<file path="config.mk">
export PLATFORM = sky130hd
export DESIGN_NAME = pli_control
export DESIGN_NICKNAME = d
export VERILOG_FILES = /design/src/core/pli_pkg.sv /design/src/core/pli_control.sv /design/src/core/pli_interleave.sv
export VERILOG_INCLUDE_DIRS = /design/src /design/src/core
export SDC_FILE = /design/constraint.sdc
export NUM_CORES = 1
export LEC_CHECK = 0
export ABC_CLOCK_PERIOD_IN_PS = 3810
export BUFFER_PORTS_ARGS = -buffer_cell sky130_fd_sc_hd__buf_2
export CAP_MARGIN = 20
export CORE_UTILIZATION = 45
export CTS_BUF_LIST = sky130_fd_sc_hd__clkbuf_8
export DETAILED_ROUTE_END_ITERATION = 7
export PLACE_DENSITY = 0.66
export SYNTH_ARGS = -nofsm -noshare
export SYNTH_HDL_FRONTEND = slang
export SYNTH_SLANG_ARGS = --single-unit
</file>
<file path="constraint.sdc">
create_clock -name pclk -period 3.81 [get_ports pclk]
set_clock_uncertainty 0.2 [all_clocks]
set_input_delay 0.381 -clock pclk [delete_from_list [all_inputs] [get_ports pclk]]
set_output_delay 0.381 -clock pclk [all_outputs]
set_load 0.1 [all_outputs]
</file>
<file path="src/core/pli_consts.svh">
`ifndef PLI_CONSTS_SVH
`define PLI_CONSTS_SVH

// Register indices; byte address is four times the index
`define PLI_IDX_LINK_CTRL 14'h0485
`define PLI_IDX_THRESH_CTRL 14'h0486
`define PLI_IDX_SLEEP_CTRL 14'h0487
`define PLI_IDX_ILV_CFG 14'h0489
`define PLI_IDX_STATUS 14'h048c

// Reset values
`define PLI_RST_LINK_CTRL 16'h1078
`define PLI_RST_THRESH_CTRL 16'h1405
`define PLI_RST_SLEEP_CTRL 16'h0a00
`define PLI_RST_ILV_CFG 16'h0001

// Writable bits of each register
`define PLI_WMASK_LINK_CTRL 16'hf1ff
`define PLI_WMASK_THRESH_CTRL 16'hffff
`define PLI_WMASK_SLEEP_CTRL 16'hffff
`define PLI_WMASK_ILV_CFG 16'h0007

// Link control fields
`define PLI_GAP_CHECK_DIS_BIT 13
`define PLI_LINK_ENABLE_BIT 12
`define PLI_LOCK_THR_MSB 8
`define PLI_LOCK_THR_LSB 0

// Threshold control fields
`define PLI_LOSS_THR_MSB 13
`define PLI_LOSS_THR_LSB 9
`define PLI_RR_THR_MSB 4
`define PLI_RR_THR_LSB 0

// Sleep signalling and interleave fields
`define PLI_SLEEP_EN_BIT 0
`define PLI_ILV_FORCE_BIT 2
`define PLI_ILV_ENABLE_BIT 1
`define PLI_ILV_DETECT_BIT 0

// Status register fields
`define PLI_ST_LINK_BIT 0
`define PLI_ST_RR_OK_BIT 1
`define PLI_ST_ILV_DET_BIT 2
`define PLI_ST_TX_ILV_BIT 3
`define PLI_ST_STATE_LSB 4
`define PLI_ST_ERR_LSB 8

`endif

</file>
<file path="src/core/pli_pkg.sv">
package pli_pkg;

    typedef enum logic [2:0] {
        PLI_OFF = 3'b001,
        PLI_ACQUIRE = 3'b010,
        PLI_LOCKED = 3'b100
    } pli_lock_state_type;

    typedef struct packed {
        logic [15:0] link_ctrl_reg;
        logic [15:0] thresh_ctrl_reg;
        logic [15:0] sleep_ctrl_reg;
        logic [15:0] ilv_cfg_reg;
        pli_lock_state_type state_reg;
        logic [8:0] idle_cnt_reg;
        logic [4:0] err_cnt_reg;
        logic [4:0] rr_cnt_reg;
        logic rr_low_reg;
        logic [31:0] rdata_reg;
        logic slverr_reg;
        logic tx_sleep_reg;
        logic rx_sleep_reg;
    } pli_core_type;

    typedef struct packed {
        logic detected_reg;
        logic tx_ilv_reg;
    } pli_ilv_type;

endpackage

</file>
<file path="src/core/pli_control.sv">
`timescale 1ns/1ps
`include "pli_consts.svh"

module pli_control
    import pli_pkg::*;
#(
    parameter int ADDR_W = 16
)
(
    // Clock and reset
    input wire logic pclk,
    input wire logic presetn,
    // APB slave
    input wire logic psel,
    input wire logic penable,
    input wire logic pwrite,
    input wire logic [ADDR_W-1:0] paddr,
    input wire logic [31:0] pwdata,
    input wire logic [3:0] pstrb,
    output logic [31:0] prdata,
    output logic pready,
    output logic pslverr,
    // Receive symbol stream, one symbol per valid cycle
    input wire logic rx_sym_valid,
    input wire logic rx_sym_idle,
    input wire logic rx_sym_error,
    input wire logic rx_in_gap,
    input wire logic rx_interleave_seen,
    // Low-power-sleep code-groups
    input wire logic tx_sleep_request_signalling_req,
    input wire logic rx_sleep_request_signalling_seen,
    output logic tx_sleep_request_signalling,
    output logic rx_sleep_request_signalling,
    // PCS control outputs
    output logic training_enable,
    output logic link_up,
    output logic remote_rx_ok,
    output logic gap_lock_check_en,
    output logic sleep_signalling_en,
    output logic interleave_detect_en,
    output logic tx_interleave
);

    pli_core_type st_reg;
    pli_core_type st_next;

    logic ilv_detected;
    logic [8:0] lock_thr;
    logic [4:0] loss_thr;
    logic [4:0] rr_thr;
    logic link_en;
    logic gap_check_dis;
    logic check_now;
    logic [13:0] reg_idx;
    logic addr_ok;
    logic setup_phase;
    logic write_access;

    // Byte-lane merge of a 16-bit register, read-only bits kept
    function automatic logic [15:0] lane_merge(
        input logic [15:0] old_val,
        input logic [31:0] wdata,
        input logic [3:0] strb,
        input logic [15:0] wmask
    );
        logic [15:0] lanes;
        lanes = {{8{strb[1]}}, {8{strb[0]}}} & wmask;
        return (old_val & ~lanes) | (wdata[15:0] & lanes);
    endfunction

    // Saturating counters; a wrap would fake a fresh start
    function automatic logic [8:0] inc9(input logic [8:0] v);
        return (v == 9'h1ff) ? v : v + 9'h001;
    endfunction

    function automatic logic [4:0] inc5(input logic [4:0] v);
        return (v == 5'h1f) ? v : v + 5'h01;
    endfunction

    function automatic logic index_known(input logic [13:0] idx);
        return (idx == `PLI_IDX_LINK_CTRL) ||
            (idx == `PLI_IDX_THRESH_CTRL) ||
            (idx == `PLI_IDX_SLEEP_CTRL) ||
            (idx == `PLI_IDX_ILV_CFG) ||
            (idx == `PLI_IDX_STATUS);
    endfunction

    assign lock_thr =
        st_reg.link_ctrl_reg[`PLI_LOCK_THR_MSB:`PLI_LOCK_THR_LSB];
    assign loss_thr =
        st_reg.thresh_ctrl_reg[`PLI_LOSS_THR_MSB:`PLI_LOSS_THR_LSB];
    assign rr_thr =
        st_reg.thresh_ctrl_reg[`PLI_RR_THR_MSB:`PLI_RR_THR_LSB];
    assign link_en = st_reg.link_ctrl_reg[`PLI_LINK_ENABLE_BIT];
    assign gap_check_dis = st_reg.link_ctrl_reg[`PLI_GAP_CHECK_DIS_BIT];

    // Errors inside an inter-packet gap are ignored when disabled
    assign check_now = !(rx_in_gap && gap_check_dis);

    // Upper address bits beyond the index must be zero
    assign reg_idx = 14'(paddr >> 2);
    assign addr_ok = (paddr[1:0] == 2'b00) &&
        ((paddr >> 2) == ADDR_W'(reg_idx)) && index_known(reg_idx);
    assign setup_phase = psel && !penable;
    assign write_access = psel && penable && pwrite && addr_ok;

    always_comb begin
        st_next = st_reg;

        // Register writes take effect at the access edge
        if (write_access) begin
            unique case (reg_idx)
                `PLI_IDX_LINK_CTRL: begin
                    st_next.link_ctrl_reg = lane_merge(st_reg.link_ctrl_reg,
                        pwdata, pstrb, `PLI_WMASK_LINK_CTRL);
                end
                `PLI_IDX_THRESH_CTRL: begin
                    st_next.thresh_ctrl_reg = lane_merge(
                        st_reg.thresh_ctrl_reg, pwdata, pstrb,
                        `PLI_WMASK_THRESH_CTRL);
                end
                `PLI_IDX_SLEEP_CTRL: begin
                    st_next.sleep_ctrl_reg = lane_merge(
                        st_reg.sleep_ctrl_reg, pwdata, pstrb,
                        `PLI_WMASK_SLEEP_CTRL);
                end
                `PLI_IDX_ILV_CFG: begin
                    st_next.ilv_cfg_reg = lane_merge(st_reg.ilv_cfg_reg,
                        pwdata, pstrb, `PLI_WMASK_ILV_CFG);
                end
                default: begin
                    st_next.link_ctrl_reg = st_reg.link_ctrl_reg;
                end
            endcase
        end

        // Read data and error captured in setup, stable in access
        if (setup_phase) begin
            st_next.rdata_reg = 32'h0000_0000;
            st_next.slverr_reg = !addr_ok;
            if (!pwrite && addr_ok) begin
                unique case (reg_idx)
                    `PLI_IDX_LINK_CTRL: begin
                        st_next.rdata_reg[15:0] = st_reg.link_ctrl_reg;
                    end
                    `PLI_IDX_THRESH_CTRL: begin
                        st_next.rdata_reg[15:0] = st_reg.thresh_ctrl_reg;
                    end
                    `PLI_IDX_SLEEP_CTRL: begin
                        st_next.rdata_reg[15:0] = st_reg.sleep_ctrl_reg;
                    end
                    `PLI_IDX_ILV_CFG: begin
                        st_next.rdata_reg[15:0] = st_reg.ilv_cfg_reg;
                    end
                    default: begin
                        st_next.rdata_reg[`PLI_ST_LINK_BIT] =
                            (st_reg.state_reg == PLI_LOCKED);
                        st_next.rdata_reg[`PLI_ST_RR_OK_BIT] = remote_rx_ok;
                        st_next.rdata_reg[`PLI_ST_ILV_DET_BIT] = ilv_detected;
                        st_next.rdata_reg[`PLI_ST_TX_ILV_BIT] = tx_interleave;
                        st_next.rdata_reg[`PLI_ST_STATE_LSB +: 3] =
                            st_reg.state_reg;
                        st_next.rdata_reg[`PLI_ST_ERR_LSB +: 5] =
                            st_reg.err_cnt_reg;
                    end
                endcase
            end
        end

        // Sleep code-groups pass only with signalling enabled
        st_next.tx_sleep_reg = st_reg.sleep_ctrl_reg[`PLI_SLEEP_EN_BIT] &&
            tx_sleep_request_signalling_req;
        st_next.rx_sleep_reg = st_reg.sleep_ctrl_reg[`PLI_SLEEP_EN_BIT] &&
            rx_sleep_request_signalling_seen;

        // Lock acquisition and loss
        unique case (st_reg.state_reg)
            PLI_OFF: begin
                st_next.idle_cnt_reg = 9'h000;
                st_next.err_cnt_reg = 5'h00;
                st_next.rr_cnt_reg = 5'h00;
                st_next.rr_low_reg = 1'b0;
                if (link_en) begin
                    st_next.state_reg = PLI_ACQUIRE;
                end
            end
            PLI_ACQUIRE: begin
                if (!link_en) begin
                    st_next.state_reg = PLI_OFF;
                end else if (rx_sym_valid && rx_sym_idle) begin
                    st_next.idle_cnt_reg = inc9(st_reg.idle_cnt_reg);
                    if (inc9(st_reg.idle_cnt_reg) >= lock_thr) begin
                        st_next.state_reg = PLI_LOCKED;
                        st_next.idle_cnt_reg = 9'h000;
                        st_next.err_cnt_reg = 5'h00;
                        st_next.rr_cnt_reg = 5'h00;
                        st_next.rr_low_reg = 1'b0;
                    end
                end else if (rx_sym_valid && rx_sym_error && check_now) begin
                    // Idles must arrive as an unbroken run
                    st_next.idle_cnt_reg = 9'h000;
                end
            end
            PLI_LOCKED: begin
                if (!link_en) begin
                    st_next.state_reg = PLI_OFF;
                end else if (rx_sym_valid && rx_sym_error && check_now) begin
                    st_next.err_cnt_reg = inc5(st_reg.err_cnt_reg);
                    st_next.rr_cnt_reg = inc5(st_reg.rr_cnt_reg);
                    if (inc5(st_reg.rr_cnt_reg) >= rr_thr) begin
                        st_next.rr_low_reg = 1'b1;
                    end
                    if (inc5(st_reg.err_cnt_reg) >= loss_thr) begin
                        st_next.state_reg = PLI_ACQUIRE;
                        st_next.idle_cnt_reg = 9'h000;
                        st_next.err_cnt_reg = 5'h00;
                    end
                end else if (rx_sym_valid && rx_sym_idle) begin
                    // Error runs are broken by a clean idle
                    st_next.err_cnt_reg = 5'h00;
                    st_next.rr_cnt_reg = 5'h00;
                end
            end
        endcase
    end

    always_ff @(posedge pclk or negedge presetn) begin
        if (!presetn) begin
            st_reg <= '0;
            st_reg.link_ctrl_reg <= `PLI_RST_LINK_CTRL;
            st_reg.thresh_ctrl_reg <= `PLI_RST_THRESH_CTRL;
            st_reg.sleep_ctrl_reg <= `PLI_RST_SLEEP_CTRL;
            st_reg.ilv_cfg_reg <= `PLI_RST_ILV_CFG;
            st_reg.state_reg <= PLI_OFF;
        end else begin
            st_reg <= st_next;
        end
    end

    pli_interleave u_interleave (
        .pclk(pclk),
        .presetn(presetn),
        .detect_en(st_reg.ilv_cfg_reg[`PLI_ILV_DETECT_BIT]),
        .ilv_en(st_reg.ilv_cfg_reg[`PLI_ILV_ENABLE_BIT]),
        .ilv_force(st_reg.ilv_cfg_reg[`PLI_ILV_FORCE_BIT]),
        .link_up(link_up),
        .rx_interleave_seen(rx_interleave_seen),
        .detected(ilv_detected),
        .tx_interleave(tx_interleave)
    );

    // Zero-wait slave: every access completes in one access cycle
    assign pready = psel && penable;
    assign prdata = st_reg.rdata_reg;
    assign pslverr = st_reg.slverr_reg && psel && penable;

    assign training_enable = link_en;
    assign link_up = (st_reg.state_reg == PLI_LOCKED);
    assign remote_rx_ok = link_up && !st_reg.rr_low_reg;
    assign gap_lock_check_en = !gap_check_dis;
    assign sleep_signalling_en = st_reg.sleep_ctrl_reg[`PLI_SLEEP_EN_BIT];
    assign interleave_detect_en = st_reg.ilv_cfg_reg[`PLI_ILV_DETECT_BIT];
    assign tx_sleep_request_signalling = st_reg.tx_sleep_reg;
    assign rx_sleep_request_signalling = st_reg.rx_sleep_reg;

endmodule

</file>
<file path="src/core/pli_interleave.sv">
`timescale 1ns/1ps
`include "pli_consts.svh"

module pli_interleave
    import pli_pkg::*;
(
    // Clock and reset
    input wire logic pclk,
    input wire logic presetn,
    // Configuration
    input wire logic detect_en,
    input wire logic ilv_en,
    input wire logic ilv_force,
    input wire logic link_up,
    // Receive path indication
    input wire logic rx_interleave_seen,
    // Results
    output logic detected,
    output logic tx_interleave
);

    pli_ilv_type st_reg;
    pli_ilv_type st_next;

    always_comb begin
        st_next = st_reg;
        // Detection only while enabled; a dropped link forgets it
        st_next.detected_reg = detect_en & link_up &
            (st_reg.detected_reg | rx_interleave_seen);
        st_next.tx_ilv_reg = ilv_force |
            (ilv_en & st_reg.detected_reg);
    end

    always_ff @(posedge pclk or negedge presetn) begin
        if (!presetn) begin
            st_reg <= '0;
        end else begin
            st_reg <= st_next;
        end
    end

    assign detected = st_reg.detected_reg;
    assign tx_interleave = st_reg.tx_ilv_reg;

endmodule

</file>
# Word-level counts from Yosys, hierarchy flattened
# Index checks and enable logic that the tools add are counted.
[classes] order_cmp=3 n_reduce_logical=34 bitwise=19 eq_ne=25 n_addsub=3 n_mux=25
[ops] cell="$and 16x16->16" count=6
[ops] cell="$eq 14x11->1 const B" count=5
[ops] cell="$pmux 23 s3" count=1
[ops] cell="$or 16x16->16" count=4
[ops] cell="$mux 20" count=2
[ops] cell="$not 16->16" count=2
[ops] cell="$pmux 7 s4" count=1
[ops] cell="$mux 9" count=3
[ops] cell="$mux 23" count=1
[ops] cell="$mux 10" count=2
[ops] cell="$pmux 5 s4" count=1
[ops] cell="$mux 17" count=1
[ops] cell="$and 16x3->16" count=1
[ops] cell="$mux 16" count=1
[ops] cell="$not 3->16" count=1
[ops] cell="$logic_and 1x1->1" count=15
[ops] cell="$reduce_and 5->1" count=3
[ops] cell="$mux 12" count=1
[ops] cell="$mux 3" count=4
[ops] cell="$pmux 3 s4" count=1
[ops] cell="$mux 11" count=1
[ops] cell="$add 5x1->5 const B" count=2
[ops] cell="$eq 5x5->1 const B" count=2
[ops] cell="$ge 5x5->1" count=2
[ops] cell="21 further kinds" count=46
[totals] in_bits=64 output_inout_bits=43 word_cells=124 reg_bits=108

# Logic depth before layout (Yosys ltp)
[logic_depth] depth_word=8 mapped_depth=14

# Cells and area by module
# A second synthesis with hierarchy kept.
[unflattened] cells_unflattened=507 area_unflattened_um2=5243.8
[modules_own_cells] mod="pli_control" cells_each=503 area_per_inst_um2=5175.0 n_inst=1
[modules_own_cells] mod="pli_interleave" cells_each=4 area_per_inst_um2=68.8 n_inst=1

# Worst setup path before layout
# No wires, ideal clock.
[synth_timing] path_kind="flip-flop to flip-flop" startpoint="register st_reg[46] (netlist name)" endpoint="register st_reg[42] (netlist name)" setup_time_ns=0.125 stages_incl_launch_ff=13 t_arrival_ns=3.091 slack_ns=0.394 t_required_ns=3.485 synth_period_minus_slack_ns=3.416 n_path_buf=1 path_cell_list="dfrtp_1 ha_1 and3_1 and3_1 nand4_1 a21boi_0 or2_2 ha_1 nand2_1 o21ai_0 a311o_1 buf_2 mux2_2"
[synth_via] elab_chain_cells=5 elab_cells_between_ends=6 cone_classes="add/sub (1); order compare (1); eq/ne (2); mux (1); reduce/logical (1)"
[synth_lines] element="start: declaration" line="pli_control.sv:44" rtl="pli_core_type st_reg;"
[synth_lines] element="start signal: assignment" line="pli_control.sv:236" rtl="st_reg <= st_next;"
[synth_lines] element="$add 9x1->9 or $eq 9x9->1 (tied branches)" line="pli_control.sv:73" rtl="return (v == 9'h1ff) ? v : v + 9'h001;"
[synth_lines] element="$mux 9 *" line="pli_control.sv:73"
[synth_lines] element="$ge 9x9->1 *" line="pli_control.sv:192" rtl="if (inc9(st_reg.idle_cnt_reg) >= lock_thr) begin"
[synth_lines] element="$ne 2x2->1 (no source line) *"
[synth_lines] element="$reduce_and 5->1 (no source line) *"
# Mark *: on every way between the ends. The rest lies on a longest branch, timed or not.
# A chain may end at the register's enable or synchronous reset.

# Worst setup path in the final report
[layout_timing] startpoint="register st_reg[46] (netlist name)" endpoint="register st_reg[45] (netlist name)"
# Same word-level chain as after synthesis.

==> impl_results.md <==
* Rel. slew slack at 37.0%
* Clock Sink Count at 92
* XOR/XNOR Fraction of Synth Area at 1.83%
* Routed vias/inst at 5.55
* CP endpoint kind: register
* Drt total wl at 11700 µm
* Top_reg_cell synth: dfrtp_1
* # IOs at 107
* Proportion of layout cells with a drive suffix above 1 at 35.2%
* Drt drc at 0
* Cell family with most CP delay: simple AND/OR/NAND/NOR gates
* H-tree depth at 3
* Area Overhead vs Synth at 11.8%
* #FFs+latches synth at 92
* Fillers at 1043
* Tmin final at 3.58 ns
* Mapped Cells at 486
* Setup TNS at 0 ns
* Gr usage total at 20.9%
* Worst-path cell chain: ha_1 -> and3_1 -> and3_1 -> nand4_1 -> buf_4 -> a21boi_0 -> or2_2 -> ha_1 -> nand2_1 -> o21ai_1 -> a311o_1 -> buf_12 -> mux2_2
* Seq/Total Area, Yosys at 44.1%
* Top cells by area, synth: dfrtp_1 38%, mux2_2 12%, dfstp_2 6.5%
* CTS Buffer Depth at 2
* Total global routing overflow at 0
* Reg clk slew, reported paths at 0.09 ns
* Routed Antenna Nets at 0
* Top cell type's share of synthesized area at 37.6%
* Placer's final routability congestion estimate at 0.805
* DRT iter0 DRCs at 307
* Core ar. at 11400 µm²
* PwrDens at 312 nW/µm²
* Area leader, netlist: dfrtp_1
* First-pass GRT wire length at 18800 µm
* Mapped Avg Cell Area at 10.8 µm²
* Starting density of the core at 46.0%
* Setup CP Type: reg2reg
* VDD IR-drop max at 0.293 mV
* Setup ws final at 0.227 ns
* Max Cap Viol at 0
* CTS tree: done
* Die H at 110 µm
* FFs w/ async S/R, synth at 100%
* Post-layout util at 51.4%
* Fmax at 0.279 GHz
* WL per Instance at 16.6 µm
* Dpl hpwl at 8600 µm
* Via count at 3898
* Crit path launch type: register
* CP peak stage delay at 0.45 ns
* Pre-CTS setup slack at 0.162 ns
* Worst Max-Slew Pin Slew at 0.945 ns
* Yosys cell types at 60
* Hold Fails Final Rpt at 0
* Min-Delay Path Class: in2reg
* Adder-cell share of the synthesized area at 5.24%
* Skew-Pair Late Insertion Delay at 0.38 ns
* Crit-path slowest cell: dfrtp_1
* CP bufs+invs at 2
* Num rows at 39
* Top cells by count, synth: 79 x dfrtp_1, 56 x mux2_2, 42 x nand2_1
* RSZ-0062 raised after global routing: no
* Antenna fix cells at 0
* Crit-path max FO at 13
* Post-synth EDFFs at 0
* Largest family of logic cells by synthesized area: compound AO/OA/AOI/OAI gates
* Die footprint at 12100 µm²
* Syn Std Cell Area at 5250 µm²
* Final Cycle Share at 94.1%
* Overall power at 1.83 mW
* Final Net Count at 640
* Status: completed
* Pins Over Slew Limit at 0
* Final setup vio count at 0
* Mux contribution to synthesized area at 12.4%
* Cts bufs inserted at 9
* Initial antenna violation count at 0
* Final cell count without fillers at 702
* Synth Area in Compound Gates at 14.8%
* Port bufs at 72
* Clk root buf: clkbuf_8
* WP data arrival at 3.65 ns
* Die width at 110 µm
* Largest net degree at the start of global routing at 75
* Simple-Gate Fraction of Synth Area at 14.6%
* CP required at 3.88 ns
* Leak Pwr at 2.94 nW
* DRT Pass-1 Iters at 5
* Dominant cell by count in the synthesized netlist: dfrtp_1
* Via count of the first global-routing pass at 3695
* Placed Cells at 683
* Synth warnings at 0
## layout make-up
| type | instances | area, µm² | share of cell area [%] |
|---|---|---|---|
| multi-input combinational | 345 | 2630 | 44.7 |
| sequential | 92 | 2320 | 39.5 |
| timing repair buffer | 83 | 460 | 7.84 |
| tap | 143 | 179 | 3.05 |
| clock buffer | 9 | 124 | 2.11 |
| inverter | 23 | 86.3 | 1.47 |
| clock inverter | 7 | 78.8 | 1.34 |
## worst paths after layout
check	start	to	slack [ns]	cells after the start
setup reg to reg	st_reg[46]$_DFFE_PN0P_	st_reg[45]$_DFFE_PN0P_	0.23	13
hold / removal	tx_sleep_request_signalling_req	tx_sleep_request_signalling$_DFF_PN0_	0.02	2
setup / recovery	st_reg[46]$_DFFE_PN0P_	st_reg[45]$_DFFE_PN0P_	0.23	13
max in group asynchronous	presetn	asynchronous set/reset pin	2.11	3
hold reg to reg	prdata[5]$_DFFE_PN0P_	prdata[5]$_DFFE_PN0P_	0.28	2
min in group asynchronous	presetn	st_reg[49]$_DFFE_PN0P_	0.45	2
## metal layers
layer  up-vias  track usage [%]  share of wire [%]
met5         -                0                  0
met1      1925             27.9                 48
met2       122             33.8                 47
met4         0             5.62               0.81
li1       1847                -                  -
met3         4             5.23                4.7
## layout by cell type, fill, tap and decap left out, types with 7 or more instances in the layout
master and n:
o21ai_0 20, nand3_1 10, nor2_1 20, xnor2_1 8, a21o_1 7, clkbuf_8 9, and3_1 8, a21boi_0 8
dfstp_2 13, mux2_2 56, nand2b_1 10, buf_2 71, nand2_1 42, inv_1 22, a22o_1 9, a21oi_1 27
a222oi_1 11, buf_4 10, dfrtp_1 79, ha_1 22, conb_1 16
## per-stage QoR
step	area, µm²	hold slack (ns)
after CTS	5860	0.00690
after detailed placement	5640	0.261
after global routing	5870	0.00500
after global placement	5640	0.256
final	5870	0.0194
after floorplan	5310	-0.115
## repair_timing
| item | CTS | global route |
|---|---|---|
| buffers inserted | 0 | 2 |
| endpoints found under the setup margin | 0 | 7 |
| hold endpoints to repair | 64 | 0 |
| gates resized for setup | 0 | 1 |
| hold buffers | 1 | 0 |
## kinds of logic after synthesis
kind of cell,after synthesis
xor gates and xnor gates,11
and+or+nand+nor,130
other,1
adders and majority gates,22
buffers and inverters,64
DFF,92
muxes,58
AOI/OAI and AO/OA,108
## report_power, final
part | internal (mW) | leakage [nW] | switching [mW]
Sequential | 0.978 | 1.24 | 0.00123
Combinational | 0.0289 | 1.60 | 0.130
Clock | 0.314 | 0.105 | 0.378
Total | 1.32 | 2.94 | 0.509
No activity file was read; power rests on OpenSTA's default activity.
